`src/rtl/fpas_pkg.sv`:
```
// constants, types and step encodings for the flash protect/abort host controller
// ----------------------------------------------------------------------------
// ----------------------------------------------------------------------------
`default_nettype none
package fpas_pkg;

  // ----------------------------------------------------------------------------
  // widths and timing
  // ----------------------------------------------------------------------------
  localparam int FL_AW = 21; // flash address width
  localparam int FL_DW = 16; // flash data width
  localparam int CLK_NS = 8; // aclk period
  localparam int T_WC_NS = 120; // least write cycle time
  localparam int T_ACC_NS = 120; // slowest access time
  localparam int WC_CYC = (T_WC_NS + CLK_NS - 1) / CLK_NS; // select low and high phase
  localparam int ACC_CYC = (T_ACC_NS + CLK_NS - 1) / CLK_NS; // read sample delay
  localparam logic [4:0] WC_LAST = 5'(WC_CYC - 1);
  localparam logic [4:0] ACC_LAST = 5'(ACC_CYC - 1);

  // ----------------------------------------------------------------------------
  // register map of the controller
  // ----------------------------------------------------------------------------
  localparam logic [4:0] OFS_CTRL = 5'h00; // write: operation code
  localparam logic [4:0] OFS_ADDR = 5'h04; // flash / sector address
  localparam logic [4:0] OFS_STAT = 5'h08; // controller and flash status
  localparam logic [4:0] OFS_RDATA = 5'h0C; // last data read from flash
  localparam int STAT_BUSY = 8; // field positions in the status word
  localparam int STAT_DONE = 9;
  localparam int STAT_VFAIL = 10;
  localparam logic [1:0] RESP_OKAY = 2'h0;
  localparam logic [1:0] RESP_SLVERR = 2'h2;

  // ----------------------------------------------------------------------------
  // flash status bits and command codes
  // ----------------------------------------------------------------------------
  localparam int SB_READY = 7; // ready_flag
  localparam int SB_PROTECT = 3; // protect_flag
  localparam logic [7:0] STAT_MASK = 8'hBB; // drops spare bits six and two
  localparam logic [7:0] CMD_LOCK = 8'h20;
  localparam logic [7:0] CMD_UNPROT = 8'h40;
  localparam logic [7:0] CMD_ABORT = 8'hE0;
  localparam logic [7:0] CMD_SETUP = 8'h60;
  localparam logic [7:0] CMD_RDARRAY = 8'hFF;
  localparam logic [7:0] CMD_RDSTAT = 8'h70;
  localparam logic [7:0] CMD_CLRSTAT = 8'h50;
  localparam logic [7:0] CMD_RDID = 8'h90;
  localparam logic [7:0] UNL1_DATA = 8'hAA;
  localparam logic [7:0] UNL2_DATA = 8'h55;
  localparam logic [FL_AW-1:0] UNL1_ADDR = 21'h005555;
  localparam logic [FL_AW-1:0] UNL2_ADDR = 21'h002AAA;
  localparam logic [7:0] ID_PROT_LOW = 8'h02; // id-mode address of the lock bit

  // ----------------------------------------------------------------------------
  // operations that software may start
  // ----------------------------------------------------------------------------
  localparam logic [3:0] OP_NONE = 4'h0;
  localparam logic [3:0] OP_LOCK = 4'h1;
  localparam logic [3:0] OP_UNPROT = 4'h2;
  localparam logic [3:0] OP_ABORT = 4'h3;
  localparam logic [3:0] OP_RDSTAT = 4'h4;
  localparam logic [3:0] OP_RDID = 4'h5;
  localparam logic [3:0] OP_CLRSTAT = 4'h6;
  localparam logic [3:0] OP_RDARRAY = 4'h7;

  // step kinds of a sequence
  localparam logic [2:0] K_END = 3'h0;
  localparam logic [2:0] K_WR = 3'h1;
  localparam logic [2:0] K_RD = 3'h2;
  localparam logic [2:0] K_POLL = 3'h3;
  localparam logic [2:0] K_VFY = 3'h4;

  // one bus step of a command sequence
  typedef struct packed {
    logic [2:0] kind;
    logic [FL_AW-1:0] addr;
    logic [7:0] data;
  } fpas_step_t;

  // sequencer states, one-hot
  typedef enum logic [5:0] {
    S_IDLE = 6'h01,
    S_ISSUE = 6'h02,
    S_WLO = 6'h04,
    S_WHI = 6'h08,
    S_RLO = 6'h10,
    S_RHI = 6'h20
  } fpas_state_t;

endpackage
`default_nettype wire

```
`src/rtl/fpas_ctrl.sv`:
```
// host controller that runs lock, unprotect, abort and status sequences on the flash
//
// Chosen here: the address map and the AXI4-Lite interface to the registers.
`timescale 1ns/1ps
`default_nettype none
module fpas_ctrl import fpas_pkg::*; #(
  parameter int MAX_RETRY = 3
) (
  input wire logic aclk,
  input wire logic aresetn,
  input wire logic [4:0] s_axi_awaddr,
  input wire logic s_axi_awvalid,
  output logic s_axi_awready,
  input wire logic [31:0] s_axi_wdata,
  input wire logic [3:0] s_axi_wstrb,
  input wire logic s_axi_wvalid,
  output logic s_axi_wready,
  output logic [1:0] s_axi_bresp,
  output logic s_axi_bvalid,
  input wire logic s_axi_bready,
  input wire logic [4:0] s_axi_araddr,
  input wire logic s_axi_arvalid,
  output logic s_axi_arready,
  output logic [31:0] s_axi_rdata,
  output logic [1:0] s_axi_rresp,
  output logic s_axi_rvalid,
  input wire logic s_axi_rready,
  output logic [FL_AW-1:0] flash_addr,
  input wire logic [FL_DW-1:0] flash_dq_i,
  output logic [FL_DW-1:0] flash_dq_o,
  output logic flash_dq_oe,
  output logic flash_ce_n,
  output logic flash_oe_n,
  output logic flash_vpp_en
);

  // ----------------------------------------------------------------------------
  // sequence table
  // ----------------------------------------------------------------------------
  // one step of the selected operation; the sector address rides in sa
  function automatic fpas_step_t step_f(input logic [3:0] op, input logic [3:0] idx,
                                        input logic [FL_AW-1:0] sa);
    fpas_step_t s;
    logic [FL_AW-1:0] va;
    s = '{kind: K_END, addr: '0, data: '0};
    va = {sa[FL_AW-1:8], ID_PROT_LOW};
    case (op)
      OP_LOCK, OP_UNPROT: begin
        // six-cycle lock / unprotect, then poll, verify, reset
        case (idx)
          4'h0, 4'h3: s = '{kind: K_WR, addr: UNL1_ADDR, data: UNL1_DATA};
          4'h1, 4'h4: s = '{kind: K_WR, addr: UNL2_ADDR, data: UNL2_DATA};
          4'h2: s = '{kind: K_WR, addr: UNL1_ADDR, data: CMD_SETUP};
          4'h5: s = '{kind: K_WR, addr: sa, data: (op == OP_LOCK) ? CMD_LOCK : CMD_UNPROT};
          4'h6: s = '{kind: K_POLL, addr: sa, data: '0};
          4'h7: s = '{kind: K_WR, addr: sa, data: CMD_RDID};
          4'h8: s = '{kind: K_VFY, addr: va, data: '0};
          4'h9: s = '{kind: K_WR, addr: sa, data: CMD_RDARRAY};
          default: s = '{kind: K_END, addr: '0, data: '0};
        endcase
      end
      OP_ABORT: begin
        // three-cycle abort, then leave abort and clear fail bits
        case (idx)
          4'h0: s = '{kind: K_WR, addr: UNL1_ADDR, data: UNL1_DATA};
          4'h1: s = '{kind: K_WR, addr: UNL2_ADDR, data: UNL2_DATA};
          4'h2: s = '{kind: K_WR, addr: UNL1_ADDR, data: CMD_ABORT};
          4'h3: s = '{kind: K_WR, addr: sa, data: CMD_RDARRAY};
          4'h4: s = '{kind: K_WR, addr: sa, data: CMD_CLRSTAT};
          default: s = '{kind: K_END, addr: '0, data: '0};
        endcase
      end
      OP_RDSTAT, OP_RDID, OP_RDARRAY: begin
        // command write, one read, and for read id leave id mode afterwards
        case (idx)
          4'h0: s = '{kind: K_WR, addr: sa,
                      data: (op == OP_RDSTAT) ? CMD_RDSTAT :
                            (op == OP_RDID) ? CMD_RDID : CMD_RDARRAY};
          4'h1: s = '{kind: (op == OP_RDSTAT) ? K_POLL : K_RD, addr: sa, data: '0};
          4'h2: s = '{kind: (op == OP_RDID) ? K_WR : K_END, addr: sa, data: CMD_RDARRAY};
          default: s = '{kind: K_END, addr: '0, data: '0};
        endcase
      end
      OP_CLRSTAT: begin
        if (idx == 4'h0) begin
          s = '{kind: K_WR, addr: sa, data: CMD_CLRSTAT};
        end
      end
      default: s = '{kind: K_END, addr: '0, data: '0};
    endcase
    return s;
  endfunction

  // ----------------------------------------------------------------------------
  // register bus state
  // ----------------------------------------------------------------------------
  logic awready_q, awready_d, wready_q, wready_d, bvalid_q, bvalid_d;
  logic arready_q, arready_d, rvalid_q, rvalid_d;
  logic [1:0] bresp_q, bresp_d, rresp_q, rresp_d;
  logic [31:0] rdata_q, rdata_d;
  logic aw_have_q, aw_have_d, w_have_q, w_have_d; // captured halves of a write
  logic [4:0] waddr_q, waddr_d;
  logic [31:0] wdata_q, wdata_d;
  logic go_q, go_d; // one-cycle start pulse
  logic [3:0] op_q, op_d; // operation to run
  logic [FL_AW-1:0] sect_q, sect_d; // flash / sector address

  // sequencer state, declared here for the status read
  fpas_state_t state_q, state_d;
  logic [3:0] idx_q, idx_d;
  logic [4:0] cnt_q, cnt_d;
  logic [1:0] retry_q, retry_d;
  logic [7:0] fstat_q, fstat_d; // last masked flash status
  logic [FL_DW-1:0] frd_q, frd_d; // last word read
  logic done_q, done_d, vfail_q, vfail_d;
  logic [FL_AW-1:0] addr_q, addr_d;
  logic [FL_DW-1:0] dqo_q, dqo_d;
  logic dqoe_q, dqoe_d, ce_n_q, ce_n_d, oe_n_q, oe_n_d, vpp_q, vpp_d;
  fpas_step_t cur;

  // bus slave: writes when both halves are in, reads in one beat
  always_comb begin
    aw_have_d = aw_have_q;
    w_have_d = w_have_q;
    waddr_d = waddr_q;
    wdata_d = wdata_q;
    bvalid_d = bvalid_q;
    bresp_d = bresp_q;
    rvalid_d = rvalid_q;
    rresp_d = rresp_q;
    rdata_d = rdata_q;
    go_d = 1'b0;
    op_d = op_q;
    sect_d = sect_q;
    if (s_axi_awvalid && awready_q) begin
      aw_have_d = 1'b1;
      waddr_d = s_axi_awaddr;
    end
    if (s_axi_wvalid && wready_q) begin
      w_have_d = 1'b1;
      wdata_d = s_axi_wdata;
    end
    if (bvalid_q && s_axi_bready) begin
      bvalid_d = 1'b0;
    end
    // both halves present: perform the write
    if (aw_have_q && w_have_q && !bvalid_q) begin
      aw_have_d = 1'b0;
      w_have_d = 1'b0;
      bvalid_d = 1'b1;
      bresp_d = RESP_OKAY;
      case ({waddr_q[4:2], 2'b00})
        OFS_CTRL: begin
          // start is ignored while a sequence runs
          if (state_q == S_IDLE && wdata_q[3:0] != OP_NONE) begin
            go_d = 1'b1;
            op_d = wdata_q[3:0];
          end
        end
        OFS_ADDR: begin
          if (state_q == S_IDLE) begin
            sect_d = wdata_q[FL_AW-1:0];
          end
        end
        OFS_STAT, OFS_RDATA: bresp_d = RESP_OKAY;
        default: bresp_d = RESP_SLVERR;
      endcase
    end
    if (rvalid_q && s_axi_rready) begin
      rvalid_d = 1'b0;
    end
    if (s_axi_arvalid && arready_q) begin
      rvalid_d = 1'b1;
      rresp_d = RESP_OKAY;
      rdata_d = '0;
      case ({s_axi_araddr[4:2], 2'b00})
        OFS_CTRL: rdata_d[3:0] = op_q;
        OFS_ADDR: rdata_d[FL_AW-1:0] = sect_q;
        OFS_STAT: begin
          rdata_d[7:0] = fstat_q;
          rdata_d[STAT_BUSY] = (state_q != S_IDLE);
          rdata_d[STAT_DONE] = done_q;
          rdata_d[STAT_VFAIL] = vfail_q;
        end
        OFS_RDATA: rdata_d[FL_DW-1:0] = frd_q;
        default: rresp_d = RESP_SLVERR;
      endcase
    end
    awready_d = !aw_have_d;
    wready_d = !w_have_d;
    arready_d = !rvalid_d;
  end

  // bus registers
  always_ff @(posedge aclk) begin
    if (!aresetn) begin
      awready_q <= 1'b0;
      wready_q <= 1'b0;
      bvalid_q <= 1'b0;
      bresp_q <= RESP_OKAY;
      arready_q <= 1'b0;
      rvalid_q <= 1'b0;
      rresp_q <= RESP_OKAY;
      rdata_q <= '0;
      aw_have_q <= 1'b0;
      w_have_q <= 1'b0;
      waddr_q <= '0;
      wdata_q <= '0;
      go_q <= 1'b0;
      op_q <= OP_NONE;
      sect_q <= '0;
    end else begin
      awready_q <= awready_d;
      wready_q <= wready_d;
      bvalid_q <= bvalid_d;
      bresp_q <= bresp_d;
      arready_q <= arready_d;
      rvalid_q <= rvalid_d;
      rresp_q <= rresp_d;
      rdata_q <= rdata_d;
      aw_have_q <= aw_have_d;
      w_have_q <= w_have_d;
      waddr_q <= waddr_d;
      wdata_q <= wdata_d;
      go_q <= go_d;
      op_q <= op_d;
      sect_q <= sect_d;
    end
  end

  // ----------------------------------------------------------------------------
  // flash sequencer
  // ----------------------------------------------------------------------------
  assign cur = step_f(op_q, idx_q, sect_q);

  // walks the step table, one chip-select pulse per step
  always_comb begin
    state_d = state_q;
    idx_d = idx_q;
    cnt_d = cnt_q;
    retry_d = retry_q;
    fstat_d = fstat_q;
    frd_d = frd_q;
    done_d = done_q;
    vfail_d = vfail_q;
    addr_d = addr_q;
    dqo_d = dqo_q;
    dqoe_d = dqoe_q;
    ce_n_d = ce_n_q;
    oe_n_d = oe_n_q;
    vpp_d = vpp_q;
    case (state_q)
      S_IDLE: begin
        if (go_q) begin
          state_d = S_ISSUE;
          idx_d = '0;
          retry_d = '0;
          done_d = 1'b0;
          vfail_d = 1'b0;
          vpp_d = (op_q == OP_LOCK) || (op_q == OP_UNPROT);
        end
      end
      S_ISSUE: begin
        cnt_d = '0;
        addr_d = cur.addr;
        if (cur.kind == K_END) begin
          state_d = S_IDLE;
          done_d = 1'b1;
          vpp_d = 1'b0;
        end else if (cur.kind == K_WR) begin
          dqo_d = {{(FL_DW-8){1'b0}}, cur.data};
          dqoe_d = 1'b1;
          ce_n_d = 1'b0;
          state_d = S_WLO;
        end else begin
          oe_n_d = 1'b0;
          ce_n_d = 1'b0;
          state_d = S_RLO;
        end
      end
      S_WLO: begin
        cnt_d = cnt_q + 5'h01;
        if (cnt_q == WC_LAST) begin
          ce_n_d = 1'b1;
          cnt_d = '0;
          state_d = S_WHI;
        end
      end
      S_WHI: begin
        cnt_d = cnt_q + 5'h01;
        if (cnt_q == WC_LAST) begin
          dqoe_d = 1'b0;
          idx_d = idx_q + 4'h1;
          state_d = S_ISSUE;
        end
      end
      S_RLO: begin
        cnt_d = cnt_q + 5'h01;
        if (cnt_q == ACC_LAST) begin
          frd_d = flash_dq_i;
          if (cur.kind == K_POLL) begin
            fstat_d = flash_dq_i[7:0] & STAT_MASK;
          end
          ce_n_d = 1'b1;
          oe_n_d = 1'b1;
          cnt_d = '0;
          state_d = S_RHI;
        end
      end
      S_RHI: begin
        cnt_d = cnt_q + 5'h01;
        if (cnt_q == WC_LAST) begin
          state_d = S_ISSUE;
          idx_d = idx_q + 4'h1;
          if (cur.kind == K_POLL && !fstat_q[SB_READY]) begin
            idx_d = idx_q;
          end
          if (cur.kind == K_VFY && (frd_q[0] != (op_q == OP_LOCK))) begin
            if (retry_q < 2'(MAX_RETRY)) begin
              retry_d = retry_q + 2'h1;
              idx_d = '0;
            end else begin
              vfail_d = 1'b1;
            end
          end
        end
      end
      default: state_d = S_IDLE;
    endcase
  end

  // sequencer and pin registers
  always_ff @(posedge aclk) begin
    if (!aresetn) begin
      state_q <= S_IDLE;
      idx_q <= '0;
      cnt_q <= '0;
      retry_q <= '0;
      fstat_q <= '0;
      frd_q <= '0;
      done_q <= 1'b0;
      vfail_q <= 1'b0;
      addr_q <= '0;
      dqo_q <= '0;
      dqoe_q <= 1'b0;
      ce_n_q <= 1'b1;
      oe_n_q <= 1'b1;
      vpp_q <= 1'b0;
    end else begin
      state_q <= state_d;
      idx_q <= idx_d;
      cnt_q <= cnt_d;
      retry_q <= retry_d;
      fstat_q <= fstat_d;
      frd_q <= frd_d;
      done_q <= done_d;
      vfail_q <= vfail_d;
      addr_q <= addr_d;
      dqo_q <= dqo_d;
      dqoe_q <= dqoe_d;
      ce_n_q <= ce_n_d;
      oe_n_q <= oe_n_d;
      vpp_q <= vpp_d;
    end
  end

  // outputs straight from flip-flops
  assign s_axi_awready = awready_q;
  assign s_axi_wready = wready_q;
  assign s_axi_bvalid = bvalid_q;
  assign s_axi_bresp = bresp_q;
  assign s_axi_arready = arready_q;
  assign s_axi_rvalid = rvalid_q;
  assign s_axi_rresp = rresp_q;
  assign s_axi_rdata = rdata_q;
  assign flash_addr = addr_q;
  assign flash_dq_o = dqo_q;
  assign flash_dq_oe = dqoe_q;
  assign flash_ce_n = ce_n_q;
  assign flash_oe_n = oe_n_q;
  assign flash_vpp_en = vpp_q;
endmodule // fpas_ctrl
`default_nettype wire

```
`config.mk`:
```
export PLATFORM = sky130hd
export DESIGN_NAME = fpas_ctrl
export DESIGN_NICKNAME = d
export VERILOG_FILES = /design/src/rtl/fpas_pkg.sv /design/src/rtl/fpas_ctrl.sv
export SDC_FILE = /design/constraint.sdc
export NUM_CORES = 1
export LEC_CHECK = 0
export ABC_AREA = 1
export BUFFER_PORTS_ARGS = -buffer_cell sky130_fd_sc_hd__buf_4
export CORE_ASPECT_RATIO = 0.8
export CORE_MARGIN = 5
export CORE_UTILIZATION = 50
export CTS_BUF_LIST = sky130_fd_sc_hd__clkbuf_16
export DETAILED_ROUTE_END_ITERATION = 6
export PLACE_DENSITY_LB_ADDON = 0.2
export SLEW_MARGIN = 10
export SYNTH_ARGS = -nofsm -noshare
export SYNTH_HDL_FRONTEND = slang
export SYNTH_SLANG_ARGS = --single-unit
```
`constraint.sdc`:
```
create_clock -name aclk -period 1.85 [get_ports aclk]
set_input_delay 0.185 -clock aclk [delete_from_list [all_inputs] [get_ports aclk]]
set_output_delay 0.185 -clock aclk [all_outputs]
set_load 0.01 [all_outputs]
```
======== Yosys cells after proc, flatten, opt, wreduce, memory -nomap -nowiden ========
Cells that the tools add are included.
word-level totals
  word-level logic and storage cells ...... 199
  output and inout bits ................... 82
  register bits after elaboration ......... 158
  bits of input ports ..................... 69
operators by class
  $lt $le $gt $ge ......................... 1
  eq/ne operators ......................... 48
  bitwise operators ....................... 1
  muxes and demuxes ....................... 66
  reductions and logical operators ........ 51
  add/subtract/negate cells ............... 3
operators by type and width
  operator                                                         number
  32-bit case mux with 8 select lines                              1
  30-bit case mux with 5 select lines                              1
  32-bit case mux with 4 select lines                              1
  31-bit case mux with 3 select lines                              1
  4-bit by 3-bit == test with 1-bit output, second input constant  8
  30-bit 2-to-1 mux                                                1
  6-bit case mux with 5 select lines                               1
  1-bit 2-to-1 mux                                                 25
  4-bit 2-to-1 mux                                                 6
  6-bit 2-to-1 mux                                                 4
  2-bit != test, second input constant                             12
  7-bit case mux with 3 select lines                               1
  3-bit AND reduction                                              7
  5-bit 2-to-1 mux                                                 4
  4-bit by 2-bit == test with 1-bit output, second input constant  4
  4-bit case mux with 4 select lines                               1
  4-bit AND reduction                                              4
  3-bit by 2-bit == test with 1-bit output, second input constant  5
  5-bit case mux with 3 select lines                               1
  7-bit 2-to-1 mux                                                 2
  2-bit 2-to-1 mux                                                 6
  1-bit case mux with 2 select lines                               6
  4-bit case mux with 3 select lines                               1
  2-bit nonzero test                                               6
  34 further kinds                                                 61

======== Logic depth before layout (Yosys ltp) ========
  depth in word-level cells ............... 12
  mapped depth ............................ 15
  gate-level depth less buffers ........... 14

======== Worst setup path after synthesis ========
No wires, ideal clock.
  path type ............................... reg2reg
  from .................................... register idx_q[0]
  to ...................................... register dqoe_q, in the netlist flash_dq_oe
  clock period less this slack ............ 2.041 ns
  slack ................................... -0.191 ns
  path buffers ............................ 1
  stages on the path, launching flop included .. 14
  data arrival time ....................... 1.924 ns
  library setup time ...................... 0.117 ns
  required time ........................... 1.733 ns
  cells stage by stage .................... dfxtp_1 inv_1 ha_1 o21ai_2 nand2_2 nor2_2 nand2_1 nand2_2 nand3_4 buf_6 nand2_2 nand2_1 a21oi_1 nor2_1
between the ends
  cells in the longest elaborated chain, start to end .. 7
  elaborated cells between the ends (all ways) .. 22
  those cells by class .................... eq/ne (12); mux (5); reduce/logical (5)
ends and longest elaborated chain
  element                                                                             RTL line                                           RTL
  start, declared                                                                     fpas_ctrl.sv:110                                   logic [3:0] idx_q, idx_d;
  start signal, assigned                                                              fpas_ctrl.sv:351                                   idx_q <= idx_d;
  4-bit by 1-bit == test with 1-bit output (tied with other cells)                    fpas_ctrl.sv:50, fpas_ctrl.sv:64, fpas_ctrl.sv:75
  2-bit OR reduction                                                                  fpas_ctrl.sv:50                                    case (idx)
  32-bit case mux with 8 select lines                                                 fpas_ctrl.sv:50
  32-bit case mux with 4 select lines (*)                                             fpas_ctrl.sv:47                                    case (op)
  3-bit by 1-bit == test with 1-bit output / 3-bit zero test (equally long branches)  fpas_ctrl.sv:270, fpas_ctrl.sv:266
  2-bit != test (no line)                                                             -
  4-bit AND reduction (no line) (*)                                                   -
  end signal, assigned                                                                fpas_ctrl.sv:360                                   dqoe_q <= dqoe_d;
  end, declared                                                                       fpas_ctrl.sv:118                                   logic dqoe_q, dqoe_d, ce_n_q, ce_n_d, oe_n_q, oe_n_d, vpp_q, vpp_d;
Every way passes the cells marked *; elsewhere a longest branch is shown, timed or not.
A chain may end at the register's enable or synchronous reset.

======== Final worst setup path ========
  from .................................... register idx_q[0]
  to ...................................... register fstat_q[3]
between the ends
  cells in the longest elaborated chain, start to end .. 6
  elaborated cells between the ends (all ways) .. 19
  those cells by class .................... eq/ne (10); mux (5); reduce/logical (4)
ends and longest elaborated chain
  element                                                           RTL line                                           RTL
  4-bit by 1-bit == test with 1-bit output (tied with other cells)  fpas_ctrl.sv:50, fpas_ctrl.sv:64, fpas_ctrl.sv:75
  2-bit OR reduction                                                fpas_ctrl.sv:50
  32-bit case mux with 8 select lines                               fpas_ctrl.sv:50
  32-bit case mux with 4 select lines (*)                           fpas_ctrl.sv:47
  3-bit by 2-bit == test with 1-bit output (*)                      fpas_ctrl.sv:301                                   if (cur.kind == K_POLL) begin
  3-bit AND reduction (no line) (*)                                 -
  end signal, assigned                                              fpas_ctrl.sv:354                                   fstat_q <= fstat_d;
  end, declared                                                     fpas_ctrl.sv:113                                   logic [7:0] fstat_q, fstat_d;
Marked as above.

==> impl_metrics.csv <==
group,metric,value,unit
run_status,status,"complete, but fails checks",
run_status,violations,"negative setup slack",
place,dp_hpwl,15800,µm
synth,avgSynthCellArea,7.31,µm²
place,finalWeightedCongestion,0.974,
global_routing,gr-total-overflow,0,
cts,cts_tree,"done",
global_routing,grt_max_degree,47,
cts,ctsRootBufferMaster,"clkbuf_16",
setup_path,timing.rr.end,"fstat_q[3]$_SDFFE_PN0P_",
timing,finalCriticalPeriod,1.96,ns
power,powerDensity,738,nW/µm²
power,static-leakage-power,4.12,nW
power,seqPwrFrac,46.1,%
timing,hold_viol,0,
cts,cts.path.max_buffers,2,
setup_path,max_stage_delay,0.38,ns
cts,htreeDepth,4,
hold_path,hold_depth,3,
drt,first_pass_iters,7,
timing,fin_ws,-0.114,ns
setup_path,cpMaxStageDelayCell,"dfxtp_4",
run,maxCapViolations,0,
power,intPower,5.50,mW
setup_path,regToRegSetupSlack,-0.11,ns
power,clkPwrFrac,44.5,%
hold_path,holdCritStartpoint,"flash_dq_i[8]",
timing,drv_slew,0,
setup_path,path_class,"reg2reg",
power,swShare,25.6,%
finish,diodes,0,
timing,hold_ws,0.00509,ns
setup_path,crit_path_max_fanout,6,
global_routing,grt_pass1_wl,34700,µm
synth,yosysSeqAreaShare,40.4,%
finish,area_growth,32.8,%
setup_path,reg2regPathDepth,12,
die,chipWidth,147,µm
cts,clock_sinks,152,
drt,drt-total-wl,22300,µm
setup_path,cp-start-kind,"register",
finish,post-route-util,67.1,%
synth,ys_ff_latch,152,
setup_path,cp.depth,12,
timing,fmax,509,MHz
place,place_area,9020,µm²
drt,drc_errors,0,
setup_path,cp_num_buf_inv,2,
place,place.port_buffers,110,
finish,drive_gt1_share,28.8,%
drt,wl_met3,1790,µm
place,dp_worst_setup_slack,-0.151,ns
timing,setup_viol,31,
drt,top_layer_used,"met4",
drt,route.met2.wl,9960,µm
setup_path,critPathCaptureType,"register",
setup_path,reg2reg_from,"idx_q[0]$_SDFFE_PN0P_",
global_routing,grt_util_all_layers,24.2,%
cts,cts_buffers,17,
finish,fin_area,10000,µm²
die,row_count,40,
power,pwr-share-comb,9.4,%
timing,skew,0.0124,ns
cts,clk_latency,0.43,ns
synth,synth_warnings,0,
setup_path,cp.required,2.19,ns
setup_path,worstPathCellList,"inv_4 > ha_4 > o21ai_4 > nand2_4 > nor2_4 > nand2_2 > nand2_4 > nand3_4 > buf_12 > nand3_4 > o21ai_1 > a21oi_1",
finish,final_cell_mix,"buf_4, nand2_1, dfxtp_1, a21oi_1, inv_1",
die,ioPinCount,151,
setup_path,critPathArrivalTime,2.31,ns
timing,rsz0062_at_grt,"yes",
global_routing,grt_pass1_vias,6912,
drt,wire_per_inst,15.7,µm
die,start_util,50.6,%
die,die_h,120,µm
finish,fill_cells,1253,
timing,min_period_over_period,106,%
cts,clk_pin_slew,0.06,ns
synth,synthCells,1032,
drt,drt_iter0_drc,514,
die,die_area,17700,µm²
finish,layout.cells.most_common,"buf_4",
hold_path,min_path_type,"in2reg",
die,core,14900,µm²
power,peakVddDrop,0.650,mV
global_routing,antenna_found_initial,0,
drt,viasPerCell,5.43,
synth,ys_types,50,
synth,synth.cell_area,7540,µm²
finish,layout.nets,1295,
drt,met1_length,10100,µm
power,p_sw,1.89,mW
drt,vias,7707,
setup_path,crit_family,"simple AND/OR/NAND/NOR gates",
hold_path,hold_end,"frd_q[8]$_SDFFE_PN0P_",
drt,ant_nets,0,
[what timing repair did]
| item | 4_1_cts | 5_1_grt |
|---|---|---|
| resized for setup | 27 | 61 |
| setup endpoints to repair | 38 | 73 |
| cloned | 0 | 3 |
| pin swaps | 5 | 11 |
| endpoints found under the hold margin | 2 | 0 |
| buffers inserted | 2 | 9 |
| hold buffers | 2 | 0 |
[worst reg2reg max path, delay by kind of cell, from the launching register on]
kind            cells  cell delay, ns
flops               1            0.38
simple gates        6            0.66
fa+ha+maj           1            0.17
compound gates      3            0.46
buf+inv             2            0.23
[synth_stat cells, drive strengths merged]
master	n	area (µm²)
a22oi	3	22.5
clkbuf	34	128
nand2	202	813
a21oi	119	614
nand3b	2	15.0
nand3	39	240
a32oi	6	52.6
xor2	1	8.76
o21a	2	15.0
o31ai	1	7.51
buf	40	280
o211ai	23	173
o221ai	7	61.3
o22ai	3	18.8
nor4	3	48.8
a31oi	8	65.1
o211a	1	10.0
or2	1	6.26
a211oi	23	173
inv	118	443
nor3b	1	12.5
nand4	17	113
conb	1	3.75
o2111ai	9	78.8
and3	1	6.26
xnor2	2	17.5
clkinv	1	3.75
nor2	87	370
ha	7	87.6
dfxtp	152	3040
nor3	8	51.3
o21ai	110	558
[area by class of cell]
cell class	instances	area [µm²]	area share (%)
clock inverter	14	128	1.27
inverter	119	452	4.51
sequential	152	3060	30.5
timing repair buffer	220	1730	17.3
clock buffer	17	425	4.25
tap	189	236	2.36
multi-input combinational	709	3990	39.8
[cell families after synthesis]
group	synth area share, %
adders and majority gates	1.16
and+or+nand+nor	22.2
AOI/OAI and AO/OA	24.5
DFF	40.4
other	0.0497
buffers and inverters	11.3
xor gates and xnor gates	0.348
[worst max path at each step]
stage                                startpoint                          end  slack, ns
after global routing      idx_q[0]$_SDFFE_PN0P_        idx_q[1]$_SDFFE_PN0P_      -0.22
final                     idx_q[0]$_SDFFE_PN0P_      fstat_q[3]$_SDFFE_PN0P_      -0.11
after floorplan           idx_q[0]$_SDFFE_PN0P_     flash_dq_oe$_SDFFE_PN0P_       0.01
after detailed placement  idx_q[0]$_SDFFE_PN0P_  flash_addr[12]$_SDFFE_PN0P_      -0.15
after CTS                 idx_q[0]$_SDFFE_PN0P_        idx_q[2]$_SDFFE_PN0P_      -0.07
after global placement    idx_q[0]$_SDFFE_PN0P_  flash_addr[12]$_SDFFE_PN0P_      -0.11
[sequential cells by signal, indices dropped and copies added, names as in the netlist, 6 cells and up]
register / flops
flash_addr: 21
sect_q: 21
flash_dq_o: 6
frd_q: 16
fstat_q: 6
s_axi_rdata: 21
wdata_q: 21
state_q: 6
[per-stage QoR]
stage	instances	power (mW)	setup TNS, ns
2_1_floorplan	1052	3.86	0
3_3_place_gp	1373	4.10	-1.30
3_5_place_dp	1373	4.12	-3.10
4_1_cts	1408	7.39	-0.463
5_1_grt	1420	7.66	-4.78
6_report	1420	7.39	-1.42
[metal layers]
layer,up-vias,track usage [%]
met5,-,0
met4,0,7.10
met3,42,6.49
met2,290,37.1
met1,3556,33.5
li1,3819,-
[power by group through the flow]
stage | registers, mW | clock network, mW | logic (mW)
2_1_floorplan | 3.48 | 0 | 0.381
3_3_place_gp | 3.48 | 0 | 0.627
3_5_place_dp | 3.48 | 0 | 0.642
4_1_cts | 3.40 | 3.33 | 0.656
5_1_grt | 3.41 | 3.48 | 0.768
6_report | 3.41 | 3.29 | 0.692
Note: power is estimated with default switching activity, not from simulation.
